File: src/shared/wdog_pkg.sv
// Constants, register map and carrier types for the watchdog and reset
// source block. Assumes a 200 MHz mclk and an APB master with 32-bit data.
package wdog_pkg;

  // ----------------------------------------------------------------------
  // Register map (byte addresses)
  // ----------------------------------------------------------------------
  localparam logic [15:0] CLEAR_LOC_OFS = 16'h3FF0;
  localparam logic [15:0] CTRL_OFS = 16'h0000;
  localparam logic [15:0] STATUS_OFS = 16'h0004;
  localparam logic [15:0] USER_BYTE_OFS = 16'h0008;

  // Field positions.
  localparam int CLEAR_BIT_POS = 0;
  localparam int CTRL_WIN_POS = 0;
  localparam int ST_PHASE_POS = 0;
  localparam int ST_RC_POS = 1;
  localparam int ST_WIN_POS = 2;
  localparam int ST_CAUSE_POS = 3;

  // Reset values.
  localparam logic [7:0] USER_BYTE_RST = 8'hFF;

  // ----------------------------------------------------------------------
  // Timing
  // ----------------------------------------------------------------------
  localparam int CLK_MHZ = 200;
  localparam int WDOG_BITS = 16;
  localparam int STARTUP_CYCLES = 4064;
  localparam int STARTUP_BITS = 12;
  localparam int MON_MIN_HZ = 10000;
  localparam int MON_SAFE_HZ = 400000;
  // Longest gap between ticks before failure, 1/10 KHz in mclk cycles.
  localparam int MON_TIMEOUT_CYC = (CLK_MHZ * 1000000) / MON_MIN_HZ;
  localparam int MON_BITS = 15;

  // ----------------------------------------------------------------------
  // Illegal fetch regions
  // ----------------------------------------------------------------------
  localparam logic [15:0] IO_LO = 16'h0000;
  localparam logic [15:0] IO_HI = 16'h003F;
  localparam logic [15:0] UNIMP1_LO = 16'h0100;
  localparam logic [15:0] UNIMP1_HI = 16'h017F;
  localparam logic [15:0] UNIMP2_LO = 16'h0200;
  localparam logic [15:0] UNIMP2_HI = 16'h1FFF;
  localparam logic [15:0] MON_LO = 16'h3F00;
  localparam logic [15:0] MON_HI = 16'h3FEF;

  // ----------------------------------------------------------------------
  // Carriers
  // ----------------------------------------------------------------------
  typedef struct packed {
    logic watchdog_option_enable;
    logic stop_disable;
    logic temp_reset_enable;
    logic volt_reset_enable;
    logic clock_monitor_enable;
  } option_register_s;

  typedef struct packed {
    logic over_temp_high;
    logic over_temp_low;
    logic over_volt_high;
    logic over_volt_low;
    logic under_volt_trip;
    logic under_volt_ok;
    logic power_on_seq;
  } detector_s;

  typedef struct packed {
    logic watchdog;
    logic illegal_fetch;
    logic stop_illegal;
    logic over_temperature_reset;
    logic over_voltage_reset;
    logic under_voltage_reset;
    logic clock_monitor_reset;
  } reset_cause_s;

  typedef enum logic [2:0] {
    RUN_ST = 3'b001,
    STOP_ST = 3'b010,
    WAKE_ST = 3'b100
  } pmode_e;

endpackage

File: src/rtl/wdog_reset_sources.sv
// Watchdog with windowed clear, internal reset sources and clock monitor.
// Assumes an APB master, synchronous status inputs and a core tick stream.
`timescale 1ns/1ps
module wdog_reset_sources (
  // Clock and reset
  input wire logic mclk,
  input wire logic rst,
  // APB slave
  input wire logic psel,
  input wire logic penable,
  input wire logic pwrite,
  input wire logic [15:0] paddr,
  input wire logic [31:0] pwdata,
  output logic [31:0] prdata,
  output logic pready,
  output logic pslverr,
  // Core events
  input wire logic wdog_tick,
  input wire logic fetch_valid,
  input wire logic [15:0] fetch_addr,
  input wire logic stop_exec,
  input wire logic wait_state,
  input wire logic stop_wake_irq,
  input wire logic proc_clk_tick,
  // Options and detectors
  input wire wdog_pkg::option_register_s option_register,
  input wire wdog_pkg::detector_s detectors,
  // Reset results
  output logic system_reset,
  output logic reset_pin_pulldown,
  output wdog_pkg::reset_cause_s reset_cause,
  output logic rc_oscillator_in_use
);

  // ----------------------------------------------------------------------
  // Helpers
  // ----------------------------------------------------------------------
  function automatic logic in_range(input logic [15:0] a,
                                    input logic [15:0] lo,
                                    input logic [15:0] hi);
    in_range = (a >= lo) && (a <= hi);
  endfunction

  function automatic logic hit(input logic [15:0] a,
                               input logic [15:0] ofs);
    hit = (a == ofs);
  endfunction

  logic access;
  logic wr;
  logic rd;
  assign access = psel && penable;
  assign wr = access && pwrite;
  assign rd = access && !pwrite;

  // ----------------------------------------------------------------------
  // Power mode
  // ----------------------------------------------------------------------
  wdog_pkg::pmode_e pmode_q;
  logic [wdog_pkg::STARTUP_BITS-1:0] startup_q;
  logic stop_enter;
  assign stop_enter = stop_exec && !option_register.stop_disable &&
                      (pmode_q == wdog_pkg::RUN_ST);

  // The recovery delay only follows an interrupt wake; a reset wake is
  // covered by the hold below after system_reset.
  always_ff @(posedge mclk) begin
    if (rst || system_reset) begin
      pmode_q <= wdog_pkg::RUN_ST;
      startup_q <= '0;
    end else begin
      unique case (pmode_q)
        wdog_pkg::RUN_ST: begin
          if (stop_enter) begin
            pmode_q <= wdog_pkg::STOP_ST;
          end
        end
        wdog_pkg::STOP_ST: begin
          if (stop_wake_irq) begin
            pmode_q <= wdog_pkg::WAKE_ST;
            startup_q <= '0;
          end
        end
        wdog_pkg::WAKE_ST: begin
          if (startup_q == wdog_pkg::STARTUP_BITS'(
              wdog_pkg::STARTUP_CYCLES - 1)) begin
            pmode_q <= wdog_pkg::RUN_ST;
          end else begin
            startup_q <= startup_q + 1'b1;
          end
        end
      endcase
    end
  end

  // Start-up hold after any reset that leaves stop, and after power-up.
  logic [wdog_pkg::STARTUP_BITS-1:0] hold_q;
  logic hold_active_q;
  always_ff @(posedge mclk) begin
    if (rst || system_reset) begin
      hold_q <= '0;
      hold_active_q <= 1'b1;
    end else if (hold_active_q) begin
      if (hold_q == wdog_pkg::STARTUP_BITS'(
          wdog_pkg::STARTUP_CYCLES - 1)) begin
        hold_active_q <= 1'b0;
      end else begin
        hold_q <= hold_q + 1'b1;
      end
    end
  end

  // ----------------------------------------------------------------------
  // Register access
  // ----------------------------------------------------------------------
  logic [7:0] user_byte_q;
  logic win_enable_q;
  logic win_written_q;
  logic clear_wr;
  logic mapped;
  assign clear_wr = wr && hit(paddr, wdog_pkg::CLEAR_LOC_OFS) &&
                    !pwdata[wdog_pkg::CLEAR_BIT_POS];
  assign mapped = hit(paddr, wdog_pkg::CLEAR_LOC_OFS) ||
                  hit(paddr, wdog_pkg::CTRL_OFS) ||
                  hit(paddr, wdog_pkg::STATUS_OFS) ||
                  hit(paddr, wdog_pkg::USER_BYTE_OFS);

  // The user byte stands in for the programmed vector byte; software
  // loads it through its own offset, the clear location never stores.
  always_ff @(posedge mclk) begin
    if (rst) begin
      user_byte_q <= wdog_pkg::USER_BYTE_RST;
    end else if (wr && hit(paddr, wdog_pkg::USER_BYTE_OFS)) begin
      user_byte_q <= pwdata[7:0];
    end
  end

  always_ff @(posedge mclk) begin
    if (rst || system_reset) begin
      win_enable_q <= 1'b0;
      win_written_q <= 1'b0;
    end else if (wr && hit(paddr, wdog_pkg::CTRL_OFS) &&
                 !win_written_q) begin
      win_enable_q <= pwdata[wdog_pkg::CTRL_WIN_POS];
      win_written_q <= 1'b1;
    end
  end

  // ----------------------------------------------------------------------
  // Watchdog counter
  // ----------------------------------------------------------------------
  logic [wdog_pkg::WDOG_BITS-1:0] wdog_q;
  logic phase;
  logic wdog_expire;
  logic early_clear;
  assign phase = wdog_q[wdog_pkg::WDOG_BITS-1];
  assign early_clear = clear_wr && win_enable_q && !phase;
  assign wdog_expire = option_register.watchdog_option_enable &&
                       wdog_tick && (&wdog_q) &&
                       (pmode_q == wdog_pkg::RUN_ST);

  always_ff @(posedge mclk) begin
    if (rst || hold_active_q || stop_enter) begin
      wdog_q <= '0;
    end else if (clear_wr) begin
      wdog_q <= '0;
    end else if (wdog_tick && pmode_q == wdog_pkg::RUN_ST) begin
      // Wait keeps ticking; the wake delay leaves the count alone.
      wdog_q <= wdog_q + 1'b1;
    end
  end

  // ----------------------------------------------------------------------
  // Environmental requests with hysteresis
  // ----------------------------------------------------------------------
  logic temp_q;
  logic volt_q;
  logic uv_q;
  always_ff @(posedge mclk) begin
    if (rst || !option_register.temp_reset_enable) begin
      temp_q <= 1'b0;
    end else if (detectors.over_temp_high) begin
      temp_q <= 1'b1;
    end else if (detectors.over_temp_low) begin
      temp_q <= 1'b0;
    end
  end

  always_ff @(posedge mclk) begin
    if (rst || !option_register.volt_reset_enable) begin
      volt_q <= 1'b0;
    end else if (detectors.over_volt_high) begin
      volt_q <= 1'b1;
    end else if (detectors.over_volt_low) begin
      volt_q <= 1'b0;
    end
  end

  always_ff @(posedge mclk) begin
    if (rst) begin
      uv_q <= 1'b0;
    end else if (detectors.under_volt_trip) begin
      uv_q <= 1'b1;
    end else if (detectors.under_volt_ok || detectors.power_on_seq) begin
      uv_q <= 1'b0;
    end
  end

  // ----------------------------------------------------------------------
  // Clock monitor
  // ----------------------------------------------------------------------
  logic [wdog_pkg::MON_BITS-1:0] mon_q;
  logic mon_fail;
  logic mon_run;
  // Frozen in stop and through the wake delay.
  assign mon_run = option_register.clock_monitor_enable &&
                   (pmode_q == wdog_pkg::RUN_ST);
  assign mon_fail = mon_run && !proc_clk_tick &&
                    (mon_q == wdog_pkg::MON_BITS'(
                     wdog_pkg::MON_TIMEOUT_CYC - 1));

  always_ff @(posedge mclk) begin
    if (rst || proc_clk_tick || mon_fail) begin
      mon_q <= '0;
    end else if (mon_run) begin
      mon_q <= mon_q + 1'b1;
    end
  end

  // Oscillator choice survives stop and any later reset except power-up.
  always_ff @(posedge mclk) begin
    if (rst) begin
      rc_oscillator_in_use <= 1'b0;
    end else if (mon_fail) begin
      rc_oscillator_in_use <= 1'b1;
    end
  end

  // ----------------------------------------------------------------------
  // Reset combination
  // ----------------------------------------------------------------------
  wdog_pkg::reset_cause_s cause_d;
  logic illegal;
  always_comb begin
    illegal = fetch_valid && pmode_q == wdog_pkg::RUN_ST &&
              (in_range(fetch_addr, wdog_pkg::IO_LO, wdog_pkg::IO_HI) ||
               in_range(fetch_addr, wdog_pkg::UNIMP1_LO,
                        wdog_pkg::UNIMP1_HI) ||
               in_range(fetch_addr, wdog_pkg::UNIMP2_LO,
                        wdog_pkg::UNIMP2_HI) ||
               in_range(fetch_addr, wdog_pkg::MON_LO,
                        wdog_pkg::MON_HI));
    cause_d.watchdog = wdog_expire || early_clear;
    cause_d.illegal_fetch = illegal;
    cause_d.stop_illegal = stop_exec && option_register.stop_disable &&
                           !wait_state;
    cause_d.over_temperature_reset = temp_q;
    cause_d.over_voltage_reset = volt_q;
    cause_d.under_voltage_reset = uv_q;
    cause_d.clock_monitor_reset = mon_fail;
  end

  // Temperature and voltage sources assert reset regardless of wait or stop, which ends
  // stop and the wake delay through the system_reset term above; wait is an input and stays as driven.
  always_ff @(posedge mclk) begin
    if (rst) begin
      system_reset <= 1'b0;
      reset_pin_pulldown <= 1'b0;
    end else begin
      system_reset <= |cause_d;
      reset_pin_pulldown <= |cause_d;
    end
  end

  // Last cause stays visible until the next source fires.
  always_ff @(posedge mclk) begin
    if (rst) begin
      reset_cause <= '0;
    end else if (|cause_d) begin
      reset_cause <= cause_d;
    end
  end

  // ----------------------------------------------------------------------
  // APB answer: zero wait states
  // ----------------------------------------------------------------------
  always_ff @(posedge mclk) begin
    if (rst) begin
      pready <= 1'b0;
      pslverr <= 1'b0;
      prdata <= '0;
    end else begin
      pready <= psel && !penable;
      pslverr <= psel && !penable && !mapped;
      prdata <= '0;
      if (psel && !penable && !pwrite) begin
        if (hit(paddr, wdog_pkg::CLEAR_LOC_OFS) ||
            hit(paddr, wdog_pkg::USER_BYTE_OFS)) begin
          prdata[7:0] <= user_byte_q;
        end else if (hit(paddr, wdog_pkg::CTRL_OFS)) begin
          prdata[wdog_pkg::CTRL_WIN_POS] <= win_enable_q;
        end else if (hit(paddr, wdog_pkg::STATUS_OFS)) begin
          // Bits are placed by position so the map is kept in one place.
          prdata[wdog_pkg::ST_PHASE_POS] <= phase;
          prdata[wdog_pkg::ST_RC_POS] <= rc_oscillator_in_use;
          prdata[wdog_pkg::ST_WIN_POS] <= win_enable_q;
          prdata[wdog_pkg::ST_CAUSE_POS] <= |reset_cause;
        end
      end
    end
  end

  logic unused;
  assign unused = rd;

endmodule

File: config.mk
export PLATFORM = sky130hd
export DESIGN_NAME = wdog_reset_sources
export DESIGN_NICKNAME = d
export VERILOG_FILES = /design/src/shared/wdog_pkg.sv /design/src/rtl/wdog_reset_sources.sv
export SDC_FILE = /design/constraint.sdc
export NUM_CORES = 1
export LEC_CHECK = 0
export ABC_CLOCK_PERIOD_IN_PS = 2900
export BUFFER_PORTS_ARGS = -buffer_cell sky130_fd_sc_hd__buf_2
export CELL_PAD_IN_SITES_DETAIL_PLACEMENT = 1
export CELL_PAD_IN_SITES_GLOBAL_PLACEMENT = 1
export CORE_MARGIN = 4
export CORE_UTILIZATION = 27
export CTS_CLUSTER_DIAMETER = 200
export DETAILED_ROUTE_END_ITERATION = 7
export MAX_ROUTING_LAYER = met4
export PLACE_DENSITY = 0.62
export SKIP_CTS_REPAIR_TIMING = 1
export SLEW_MARGIN = 0
export SYNTH_ARGS = -nofsm -noshare
export SYNTH_HDL_FRONTEND = slang
export SYNTH_SLANG_ARGS = --single-unit
File: constraint.sdc
create_clock -name mclk -period 2.9 [get_ports mclk]
set_clock_uncertainty 0.15 [all_clocks]
set_input_delay 0.29 -clock mclk [delete_from_list [all_inputs] [get_ports mclk]]
set_output_delay 0.29 -clock mclk [all_outputs]
set_load 0.03 [all_outputs]
==> impl_metrics.sql, run 1 <==
INSERT INTO impl_metrics (metric_group, metric, value, unit) VALUES
('logic_synthesis', 'synth_edf_count', '0', ''),
('logic_synthesis', 'syn_inst', '484', ''),
('timing', 'finalCritPeriodShare', '81.19', '%'),
('clock_network', 'clkSlewWorstSetupHoldPaths', '0.06', 'ns'),
('drt', 'first_pass_iters', '4', ''),
('place', 'port_buffers', '78', ''),
('global_route', 'globalRoute.totalOverflow', '0', ''),
('cells_and_area', 'drive_above_1_share', '20.60', '%'),
('global_route', 'grt_use_total', '12.17', '%'),
('global_route', 'first_global_vias', '3560', ''),
('global_route', 'grt_util_met2', '19.38', '%'),
('die', 'design.portCount', '131', ''),
('place', 'dp_hpwl', '7827', 'um'),
('drt', 'routed-via-count', '3579', ''),
('drt', 'drt-total-wl', '10340', 'um'),
('setup_path', 'cp.required', '2.97', 'ns'),
('place', 'gpl.final_weighted_congestion', '0.7956', ''),
('clock_network', 'clock_tree.buffer_depth', '2', ''),
('timing', 'worst_slew_pin_slew', '0.7175', 'ns'),
('die', 'floorplan.rows', '45', ''),
('clock_network', 'cts_buffers', '9', ''),
('setup_path', 'crit_path_cell_trace', 'and4bb_2 -> nand4_2 -> or3_1 -> nand3_1 -> o22ai_1', ''),
('pwr', 'finalPower', '2.640', 'mW'),
('die', 'die_height', '133.5', 'um'),
('logic_synthesis', 'synth_top_area_cell', 'dfxtp_1', ''),
('setup_path', 'cp.buffers_inverters', '0', ''),
('clock_network', 'clock-root-buffer', 'clkbuf_16', ''),
('timing', 'slew-limit-headroom', '51.65', '%'),
('cells_and_area', 'mostFrequentLayoutCells', 'dfxtp_1 (91), buf_2 (78), nor2_1 (68)', ''),
('run_status', 'status', 'finished, final reports clean', ''),
('logic_synthesis', 'synth_top_cell_area_share', '42.82', '%'),
('timing', 'fin_setup_tns', '0', 'ns'),
('die', 'die_width', '133.5', 'um'),
('drt', 'drcViolationCount', '0', ''),
('global_route', 'grt_use_met3', '2.681', '%'),
('timing', 'slew_violations', '0', ''),
('pwr', 'internal_power', '1.999', 'mW'),
('logic_synthesis', 'synth-main-ff-cell', 'dfxtp_1', ''),
('global_route', 'top_usage_layer', 'met2', ''),
('global_route', 'gr-usage-met1', '15.04', '%'),
('hold_path', 'timing.hold.worst.class', 'in2reg', ''),
('drt', 'drtAntennaViolNets', '0', ''),
('setup_path', 'biggest_fanout_along_the_worst_timing_path', '9', ''),
('pwr', 'power.sequential.fraction', '48.5', '%'),
('setup_path', 'worst-endpoint-arrival', '2.42', 'ns'),
('clock_network', 'cts_htree_levels', '3', ''),
('setup_path', 'crit_type', 'reg2reg', ''),
('setup_path', 'critPathLaunchType', 'register', ''),
('logic_synthesis', 'synth_seq_area_share', '42.82', '%'),
('timing', 'finalCriticalPeriod', '2.354', 'ns'),
('cells_and_area', 'area_growth_syn_to_layout', '19.15', '%'),
('drt', 'number_of_violations_reported_at_the_end_of_detailed_routing_iteration_0', '127', ''),
('logic_synthesis', 'synth.ff_latch_count', '91', ''),
('timing', 'hold_viol', '0', ''),
('pwr', 'power_per_cell_area', '520.9', 'nW/um^2'),
('setup_path', 'cpLargestDelayFamily', 'simple AND/OR/NAND/NOR gates', ''),
('clock_network', 'cts.sinks', '91', ''),
('timing', 'grt_setup_unrepaired', 'no', ''),
('die', 'initial_core_util', '27.78', '%'),
('logic_synthesis', 'synthArstFlopShare', '0', '%'),
('timing', 'max_clock_freq', '424.7', 'MHz'),
('global_route', 'grt_pass1_wl', '17420', 'um'),
('pwr', 'power.clock.fraction', '43.6', '%'),
('pwr', 'switching_power', '0.6411', 'mW'),
('cells_and_area', 'fill_cells', '1865', ''),
('timing', 'setup_viol_count_final', '0', ''),
('logic_synthesis', 'average_size_of_a_mapped_cell', '8.789', 'sq um'),
('cells_and_area', 'diodes', '0', ''),
('cells_and_area', 'layout_commonest_cell', 'dfxtp_1', ''),
('logic_synthesis', 'yosys_warnings', '0', ''),
('global_route', 'number_of_antenna_violations_at_the_first_check_in_global_routing', '0', '');
## cells by family (layout without fill, tap and decap cells)
| logic type | count (synthesis) | count (layout) | share of synthesized area [%] |
|---|---|---|---|
| adder cells (fa/ha/maj) | 4 | 4 | 1.177 |
| buffers and inverters | 52 | 113 | 7.353 |
| AO/OA/AOI/OAI | 49 | 49 | 8.383 |
| multiplexers | 12 | 12 | 2.824 |
| flip-flops | 91 | 91 | 42.82 |
| XOR/XNOR | 43 | 43 | 8.853 |
| other | 1 | 24 | 0.08815 |
| AND/OR/NAND/NOR | 232 | 232 | 28.50 |
## through the flow
step / util [%] / hold WS [ns] / setup WS (ns) / area, sq um / instances
after floorplan: - / 0.2393 / 0.7468 / 4340 / 507
after global placement: 31.16 / 0.2870 / 0.5721 / 4772 / 762
after detailed placement: 31.16 / 0.2939 / 0.5252 / 4772 / 762
after CTS: 33.03 / -0.01975 / 0.5219 / 5059 / 778
after global routing: 33.10 / 0.003309 / 0.3535 / 5069 / 779
final: 33.10 / 0.01181 / 0.5456 / 5069 / 779
## worst min-delay path: cells and delay by family
kind / cells / cell delay (ns)
AO/OA/AOI/OAI: 1 / 0.03
AND/OR/NAND/NOR: 1 / 0.07
buffers and inverters: 1 / 0.08
## path summary, 6_finish.rpt
| kind | start | end | slack (ns) | depth (start not counted) |
|---|---|---|---|---|
| hold / removal | detectors[2] | uv_q | 0.01 | 3 |
| hold reg to reg | user_byte_q[7] | prdata[7] | 0.30 | 1 |
| setup reg to reg | pmode_q[0] | reset_cause[3] | 0.55 | 5 |
| setup / recovery | pmode_q[0] | reset_cause[3] | 0.55 | 5 |
## power by group through the flow
stage	combinational, mW	clock (mW)	sequential [mW]
detailed placement	0.209	0	1.31
global route	0.231	1.26	1.28
floorplan	0.154	0	1.31
global placement	0.204	0	1.31
finish	0.209	1.15	1.28
CTS	0.210	1.19	1.28
## flip-flops by register name, summed over array words and instances (netlist names)
register,cells
temp_q,1
volt_q,1
prdata,8
uv_q,1
mon_q,15
reset_pin_pulldown,1
reset_cause,7
user_byte_q,8
hold_active_q,1
rc_oscillator_in_use,1
wdog_q,16
hold_q,12
win_enable_q,1
win_written_q,1
startup_q,12
pready,1
pslverr,1
pmode_q,3
## cells in the mapped netlist, drive strengths merged, types with 3 or more instances
library cell / instances
a21oi: 14
a22o: 3
and2: 6
and3: 9
and4bb: 3
buf: 32
clkbuf: 6
dfxtp: 91
ha: 4
inv: 13
mux2i: 12
nand2: 39
nand3: 23
nand4: 16
nor2: 70
nor3: 19
nor3b: 4
nor4: 17
o21ai: 8
o21bai: 3
o22ai: 4
or2: 3
or3: 9
or4: 3
xnor2: 31
xor2: 12
## final cells by class
type	instances	area (sq um)	share of cell area [%]
sequential	91	1822	35.94
timing repair buffer	83	430.4	8.492
clock buffer	11	232.7	4.591
clock inverter	5	53.80	1.061
multi-input combinational	364	2213	43.67
inverter	14	52.55	1.037
tap	211	264.0	5.209
## metal layers
metal / routed length (um) / vias up
met5: 0 / -
met4: 151 / 0
met3: 475 / 10
met2: 4960 / 76
met1: 4753 / 1694
li1: - / 1799
No activity file was read; power rests on OpenSTA's default activity.
==> run 2: changes to the inputs <==
- ABC_CLOCK_PERIOD_IN_PS: 2900 -> 2000
- PLACE_DENSITY: 0.62 -> 0.64
- clock period: 2.9 -> 2 ns (I/O delays scaled with it)
==> impl_metrics.sql, run 2 (synthesis results as in run 1) <==
INSERT INTO impl_metrics (metric_group, metric, value, unit) VALUES
('timing', 'finalCritPeriodShare', '92.88', '%'),
('setup_path', 'worst-endpoint-arrival', '1.98', 'ns'),
('clock_network', 'clock_tree.buffer_depth', '2', ''),
('die', 'floorplan.rows', '45', ''),
('setup_path', 'worstSetupStartpoint', 'startup_q[0]', ''),
('cells_and_area', 'layout_commonest_cell', 'dfxtp_1', ''),
('setup_path', 'cp.required', '2.12', 'ns'),
('place', 'place_inst', '790', ''),
('cells_and_area', 'drive_above_1_share', '25.95', '%'),
('clock_network', 'cts_buffers', '9', ''),
('timing', 'fin_setup_tns', '0', 'ns'),
('clock_network', 'clock_insertion_delay_worst_skew', '0.34', 'ns'),
('cells_and_area', 'largest_register_ffs', '16', ''),
('setup_path', 'max_stage_delay', '0.36', 'ns'),
('cells_and_area', 'regMostFlops', 'wdog_q', ''),
('drt', 'drt-total-wl', '11380', 'um'),
('die', 'initial_core_util', '27.78', '%'),
('place', 'dp_hpwl', '8748', 'um'),
('cells_and_area', 'layout.core_utilization', '35.67', '%'),
('die', 'die_width', '133.5', 'um'),
('setup_path', 'cpLargestDelayFamily', 'simple AND/OR/NAND/NOR gates', ''),
('clock_network', 'tritoncts', 'done', ''),
('pwr', 'worst_ir_drop_vdd', '0.0005395', 'V'),
('setup_path', 'crit_type', 'reg2reg', ''),
('hold_path', 'timing.hold.worst.class', 'in2reg', ''),
('timing', 'layout_setup_ws', '0.1424', 'ns'),
('timing', 'hold-worst-slack', '0.01503', 'ns'),
('drt', 'drcViolationCount', '0', ''),
('setup_path', 'regToRegSetupSlack', '0.14', 'ns'),
('job', 'drv_cap', '0', ''),
('timing', 'finalCriticalPeriod', '1.858', 'ns'),
('drt', 'first_pass_iters', '4', ''),
('drt', 'drtAntennaViolNets', '0', ''),
('cells_and_area', 'fin_area', '5463', 'sq um'),
('place', 'placed_area', '5034', 'sq um'),
('cells_and_area', 'diodes', '0', ''),
('place', 'detailedPlace.worstSlack', '-0.1899', 'ns'),
('die', 'design.portCount', '131', ''),
('timing', 'hold_viol', '0', ''),
('cells_and_area', 'finalNonFillerCells', '816', ''),
('clock_network', 'clkSlewWorstSetupHoldPaths', '0.06', 'ns'),
('drt', 'number_of_violations_reported_at_the_end_of_detailed_routing_iteration_0', '97', ''),
('global_route', 'grt_max_degree', '17', ''),
('timing', 'slew_violations', '0', ''),
('die', 'die_height', '133.5', 'um'),
('clock_network', 'clock-root-buffer', 'clkbuf_16', ''),
('hold_path', 'hp-start', 'wait_state', ''),
('run_status', 'status', 'finished, final reports clean', ''),
('pwr', 'cellLeakagePower', '2.039', 'nW'),
('cells_and_area', 'area_growth_syn_to_layout', '28.41', '%'),
('setup_path', 'cp.buffers_inverters', '1', ''),
('global_route', 'grt_use_total', '13.12', '%'),
('clock_network', 'cts_htree_levels', '3', ''),
('die', 'die-area', '17830', 'sq um'),
('timing', 'setup_viol_count_final', '0', ''),
('place', 'port_buffers', '78', ''),
('clock_network', 'cts.sinks', '91', ''),
('global_route', 'number_of_antenna_violations_at_the_first_check_in_global_routing', '0', ''),
('cells_and_area', 'fin_nets', '691', ''),
('place', 'gpl.final_weighted_congestion', '0.8352', ''),
('cells_and_area', 'mostFrequentLayoutCells', 'dfxtp_1 (91), buf_2 (78), nor2_1 (68)', ''),
('setup_path', 'crit_path_cell_trace', 'ha_1 -> nand3_1 -> nor3_1 -> buf_4 -> o21ba_2 -> or3_1 -> a21oi_1', ''),
('timing', 'grt_setup_unrepaired', 'yes', ''),
('global_route', 'first_global_vias', '3890', ''),
('drt', 'routed_via_density', '4.610', ''),
('setup_path', 'critPathLaunchType', 'register', ''),
('setup_path', 'highest_delay_cell_along_the_critical_path', 'or3_1', ''),
('setup_path', 'critPathCaptureType', 'register', ''),
('global_route', 'globalRoute.totalOverflow', '0', ''),
('cells_and_area', 'biggest_registers_after_layout', 'wdog_q: 16 flops, mon_q: 15 flops', ''),
('drt', 'routed-via-count', '3762', ''),
('pwr', 'power_per_cell_area', '722.2', 'nW/um^2'),
('timing', 'max_clock_freq', '538.3', 'MHz'),
('setup_path', 'worstReg2RegStart', 'startup_q[0]', ''),
('global_route', 'grt_pass1_wl', '18750', 'um'),
('drt', 'detail_route.wl_per_cell', '13.94', 'um'),
('setup_path', 'biggest_fanout_along_the_worst_timing_path', '10', ''),
('pwr', 'finalPower', '3.945', 'mW'),
('die', 'floorplan.core_area', '15310', 'sq um');
-- run 2: changes by cell type in the layout (fill, tap and decap cells not counted), sizes merged --
cell / delta
buf: +28
clkbuf: -1
clkinv: -2
clkinvlp: +2
dlygate4sd3: +9
inv: +1
-- run 2: area by class of cell --
type                    count  area, sq um
multi-input cells         364         2278
clock inverters             6        63.81
inverters                  14        52.55
flip-flops and latches     91         1822
fillers                  1859         9852
well taps                 211        264.0
repair buffers            120        743.2
clock buffers              10        239.0
-- run 2: where the power goes --
part | switching (mW) | leakage (nW) | internal [mW]
clock network | 0.719 | 0.145 | 1.00
logic | 0.225 | 1.16 | 0.144
registers | 0.0212 | 0.736 | 1.83
-- run 2: worst paths after layout --
kind	to	cells past startpoint
setup / recovery	startup_q[4]	7
setup reg to reg	startup_q[4]	7
hold / removal	reset_cause[4]	3
hold reg to reg	prdata[6]	1
-- run 2: worst reg2reg max path, stage by stage (launching register included) --
cell and delay, ns:
dfxtp_1 0.33, ha_1 0.24, nand3_1 0.12, nor3_1 0.05, buf_4 0.14, o21ba_2 0.26, or3_1 0.36, a21oi_1 0.14
-- run 2: metal layers --
layer  GRT usage (%)  vias to the layer above  part of all wire (%)
met2           21.92                       69                    50
met1           15.78                     1801                    45
li1                -                     1871                     -
met4           4.400                        0                   2.0
met5               -                        -                     0
met3           2.757                       21                   3.5
==> run 3: changes to the inputs <==
- CORE_ASPECT_RATIO: default -> 1.2
- GPL_TIMING_DRIVEN: default -> 0
==> impl_metrics.sql, run 3 (synthesis results as in run 1) <==
INSERT INTO impl_metrics (metric_group, metric, value, unit) VALUES
('setup_path', 'cp.required', '2.08', 'ns'),
('drt', 'number_of_violations_reported_at_the_end_of_detailed_routing_iteration_0', '94', ''),
('cells_and_area', 'mostFrequentLayoutCells', 'dfxtp_1 (87), buf_2 (78), nor2_1 (57)', ''),
('clock_network', 'clock_tree.buffer_depth', '2', ''),
('setup_path', 'critPathCaptureType', 'register', ''),
('setup_path', 'worstSetupStartpoint', 'pmode_q[1]', ''),
('cells_and_area', 'largest_register_ffs', '16', ''),
('global_route', 'grt_use_total', '13.13', '%'),
('die', 'die-area', '17840', 'sq um'),
('die', 'die_width', '122.6', 'um'),
('timing', 'hold_viol', '0', ''),
('place', 'dp_hpwl', '8644', 'um'),
('hold_path', 'hp-start', 'wait_state', ''),
('setup_path', 'worstRegToRegCells', '7', ''),
('cells_and_area', 'regMostFlops', 'wdog_q', ''),
('place', 'place_inst', '793', ''),
('timing', 'grt_setup_unrepaired', 'yes', ''),
('clock_network', 'clock-root-buffer', 'clkbuf_16', ''),
('timing', 'hold-worst-slack', '0.003785', 'ns'),
('job', 'drv_cap', '0', ''),
('setup_path', 'worstReg2RegStart', 'pmode_q[1]', ''),
('cells_and_area', 'biggest_registers_after_layout', 'wdog_q: 16 flops, mon_q: 15 flops', ''),
('setup_path', 'cp.buffers_inverters', '2', ''),
('timing', 'finalCriticalPeriod', '1.989', 'ns'),
('global_route', 'globalRoute.totalOverflow', '0', ''),
('place', 'placed_area', '5049', 'sq um'),
('global_route', 'first_global_vias', '3961', ''),
('clock_network', 'clock_insertion_delay_worst_skew', '0.34', 'ns'),
('die', 'die_height', '145.5', 'um'),
('setup_path', 'regToRegSetupSlack', '0.01', 'ns'),
('pwr', 'cellLeakagePower', '2.181', 'nW'),
('place', 'port_buffers', '78', ''),
('place', 'gpl.final_weighted_congestion', '0.7817', ''),
('die', 'floorplan.rows', '50', ''),
('hold_path', 'hold_path_end', 'reset_cause[4]', ''),
('drt', 'routed_via_density', '4.593', ''),
('cells_and_area', 'area_growth_syn_to_layout', '34.47', '%'),
('drt', 'drcViolationCount', '0', ''),
('setup_path', 'r2r_end', 'mon_q[8]', ''),
('timing', 'worst_slew_pin_slew', '0.8897', 'ns'),
('setup_path', 'cpLargestDelayFamily', 'simple AND/OR/NAND/NOR gates', ''),
('hold_path', 'timing.hold.worst.class', 'in2reg', ''),
('setup_path', 'worst-endpoint-arrival', '2.07', 'ns'),
('drt', 'first_pass_iters', '5', ''),
('clock_network', 'tritoncts', 'done', ''),
('drt', 'drtAntennaViolNets', '0', ''),
('timing', 'slew-limit-headroom', '40.14', '%'),
('setup_path', 'max_stage_delay', '0.48', 'ns'),
('clock_network', 'cts_htree_levels', '3', ''),
('run_status', 'status', 'finished, final reports clean', ''),
('timing', 'max_clock_freq', '502.8', 'MHz'),
('timing', 'setup_viol_count_final', '0', ''),
('global_route', 'grt_pass1_wl', '18620', 'um'),
('die', 'floorplan.core_area', '15510', 'sq um'),
('drt', 'detail_route.wl_per_cell', '13.66', 'um'),
('pwr', 'power_per_cell_area', '711.9', 'nW/um^2'),
('global_route', 'grt_max_degree', '16', ''),
('die', 'initial_core_util', '27.42', '%'),
('timing', 'slew_violations', '0', ''),
('setup_path', 'crit_type', 'reg2reg', ''),
('cells_and_area', 'drive_above_1_share', '30.06', '%'),
('global_route', 'number_of_antenna_violations_at_the_first_check_in_global_routing', '1', ''),
('clock_network', 'cts_buffers', '9', ''),
('clock_network', 'cts.sinks', '91', ''),
('cells_and_area', 'fin_nets', '708', ''),
('setup_path', 'highest_delay_cell_along_the_critical_path', 'or3_4', ''),
('setup_path', 'crit_path_cell_trace', 'and4bb_2 -> buf_6 -> nand4_4 -> or3_4 -> nand2_4 -> clkbuf_16 -> nor2_2', ''),
('drt', 'drt-total-wl', '11350', 'um'),
('drt', 'routed-via-count', '3817', ''),
('die', 'design.portCount', '131', ''),
('cells_and_area', 'layout_commonest_cell', 'dfxtp_1', ''),
('cells_and_area', 'finalNonFillerCells', '831', ''),
('pwr', 'worst_ir_drop_vdd', '0.0003199', 'V'),
('timing', 'finalCritPeriodShare', '99.45', '%'),
('setup_path', 'critPathLaunchType', 'register', ''),
('hold_path', 'worst_hold_path.num_cells', '3', ''),
('setup_path', 'biggest_fanout_along_the_worst_timing_path', '8', ''),
('clock_network', 'clkSlewWorstSetupHoldPaths', '0.06', 'ns'),
('cells_and_area', 'fin_area', '5720', 'sq um');
==> run 3: cell types whose count changed in the layout (fill, tap and decap cells not counted), sizes merged <==
cell,previous run,this run
inv,14,13
buf,110,122
bufinv,1,2
clkinvlp,2,0
diode,0,1
clkinv,3,6
dlygate4sd3,10,11
clkbuf,10,13
==> run 3: power breakdown <==
group	internal [mW]	switching (mW)	leakage [nW]
Sequential	1.83	0.0249	0.738
Clock	1.09	0.712	0.159
Combinational	0.179	0.230	1.28
==> run 3: routing by layer <==
metal | track usage [%] | up-vias | wire, um
met2 | 22.75 | 68 | 6100
met3 | 2.722 | 17 | 368
met1 | 14.86 | 1819 | 4695
met5 | - | - | 0
met4 | 4.482 | 0 | 189
li1 | - | 1913 | -
==> run 3: how the worst max path moves through the flow <==
stage                     cells after the start  slack (ns)              to
after floorplan                               5       -0.06       wdog_q[0]
after global placement                        6       -0.38       wdog_q[0]
after detailed placement                      6       -0.42       wdog_q[5]
after CTS                                     7       -0.28  reset_cause[0]
after global routing                          7       -0.07        mon_q[9]
final                                         7        0.01        mon_q[8]
==> run 3: tightest hold or removal path: stages <==
cell and delay, ns:
buf_2 0.08, nor2_1 0.05, o2bb2ai_1 0.12
==> run 3: stage by stage <==
stage               util [%]  total power, mW  TNS, ns  setup slack, ns
finish                 36.87            4.072        0          0.01097
global route           36.87            4.245  -0.7848         -0.07123
CTS                    34.59            4.078   -8.414          -0.2804
detailed placement     32.54            2.257   -16.61          -0.4227
global placement       32.54            2.248   -13.87          -0.3840
floorplan                  -            2.135  -0.7971         -0.06319
==> run 3: area by class of cell <==
class | count | area [sq um]
clock buffers | 9 | 225.2
plain buffers | 35 | 266.5
repair buffers | 102 | 623.1
flip-flops and latches | 91 | 1832
inverters | 14 | 52.55
well taps | 208 | 260.3
fillers | 1920 | 9794
multi-input cells | 364 | 2366
clock inverters | 7 | 92.59
diodes | 1 | 2.502
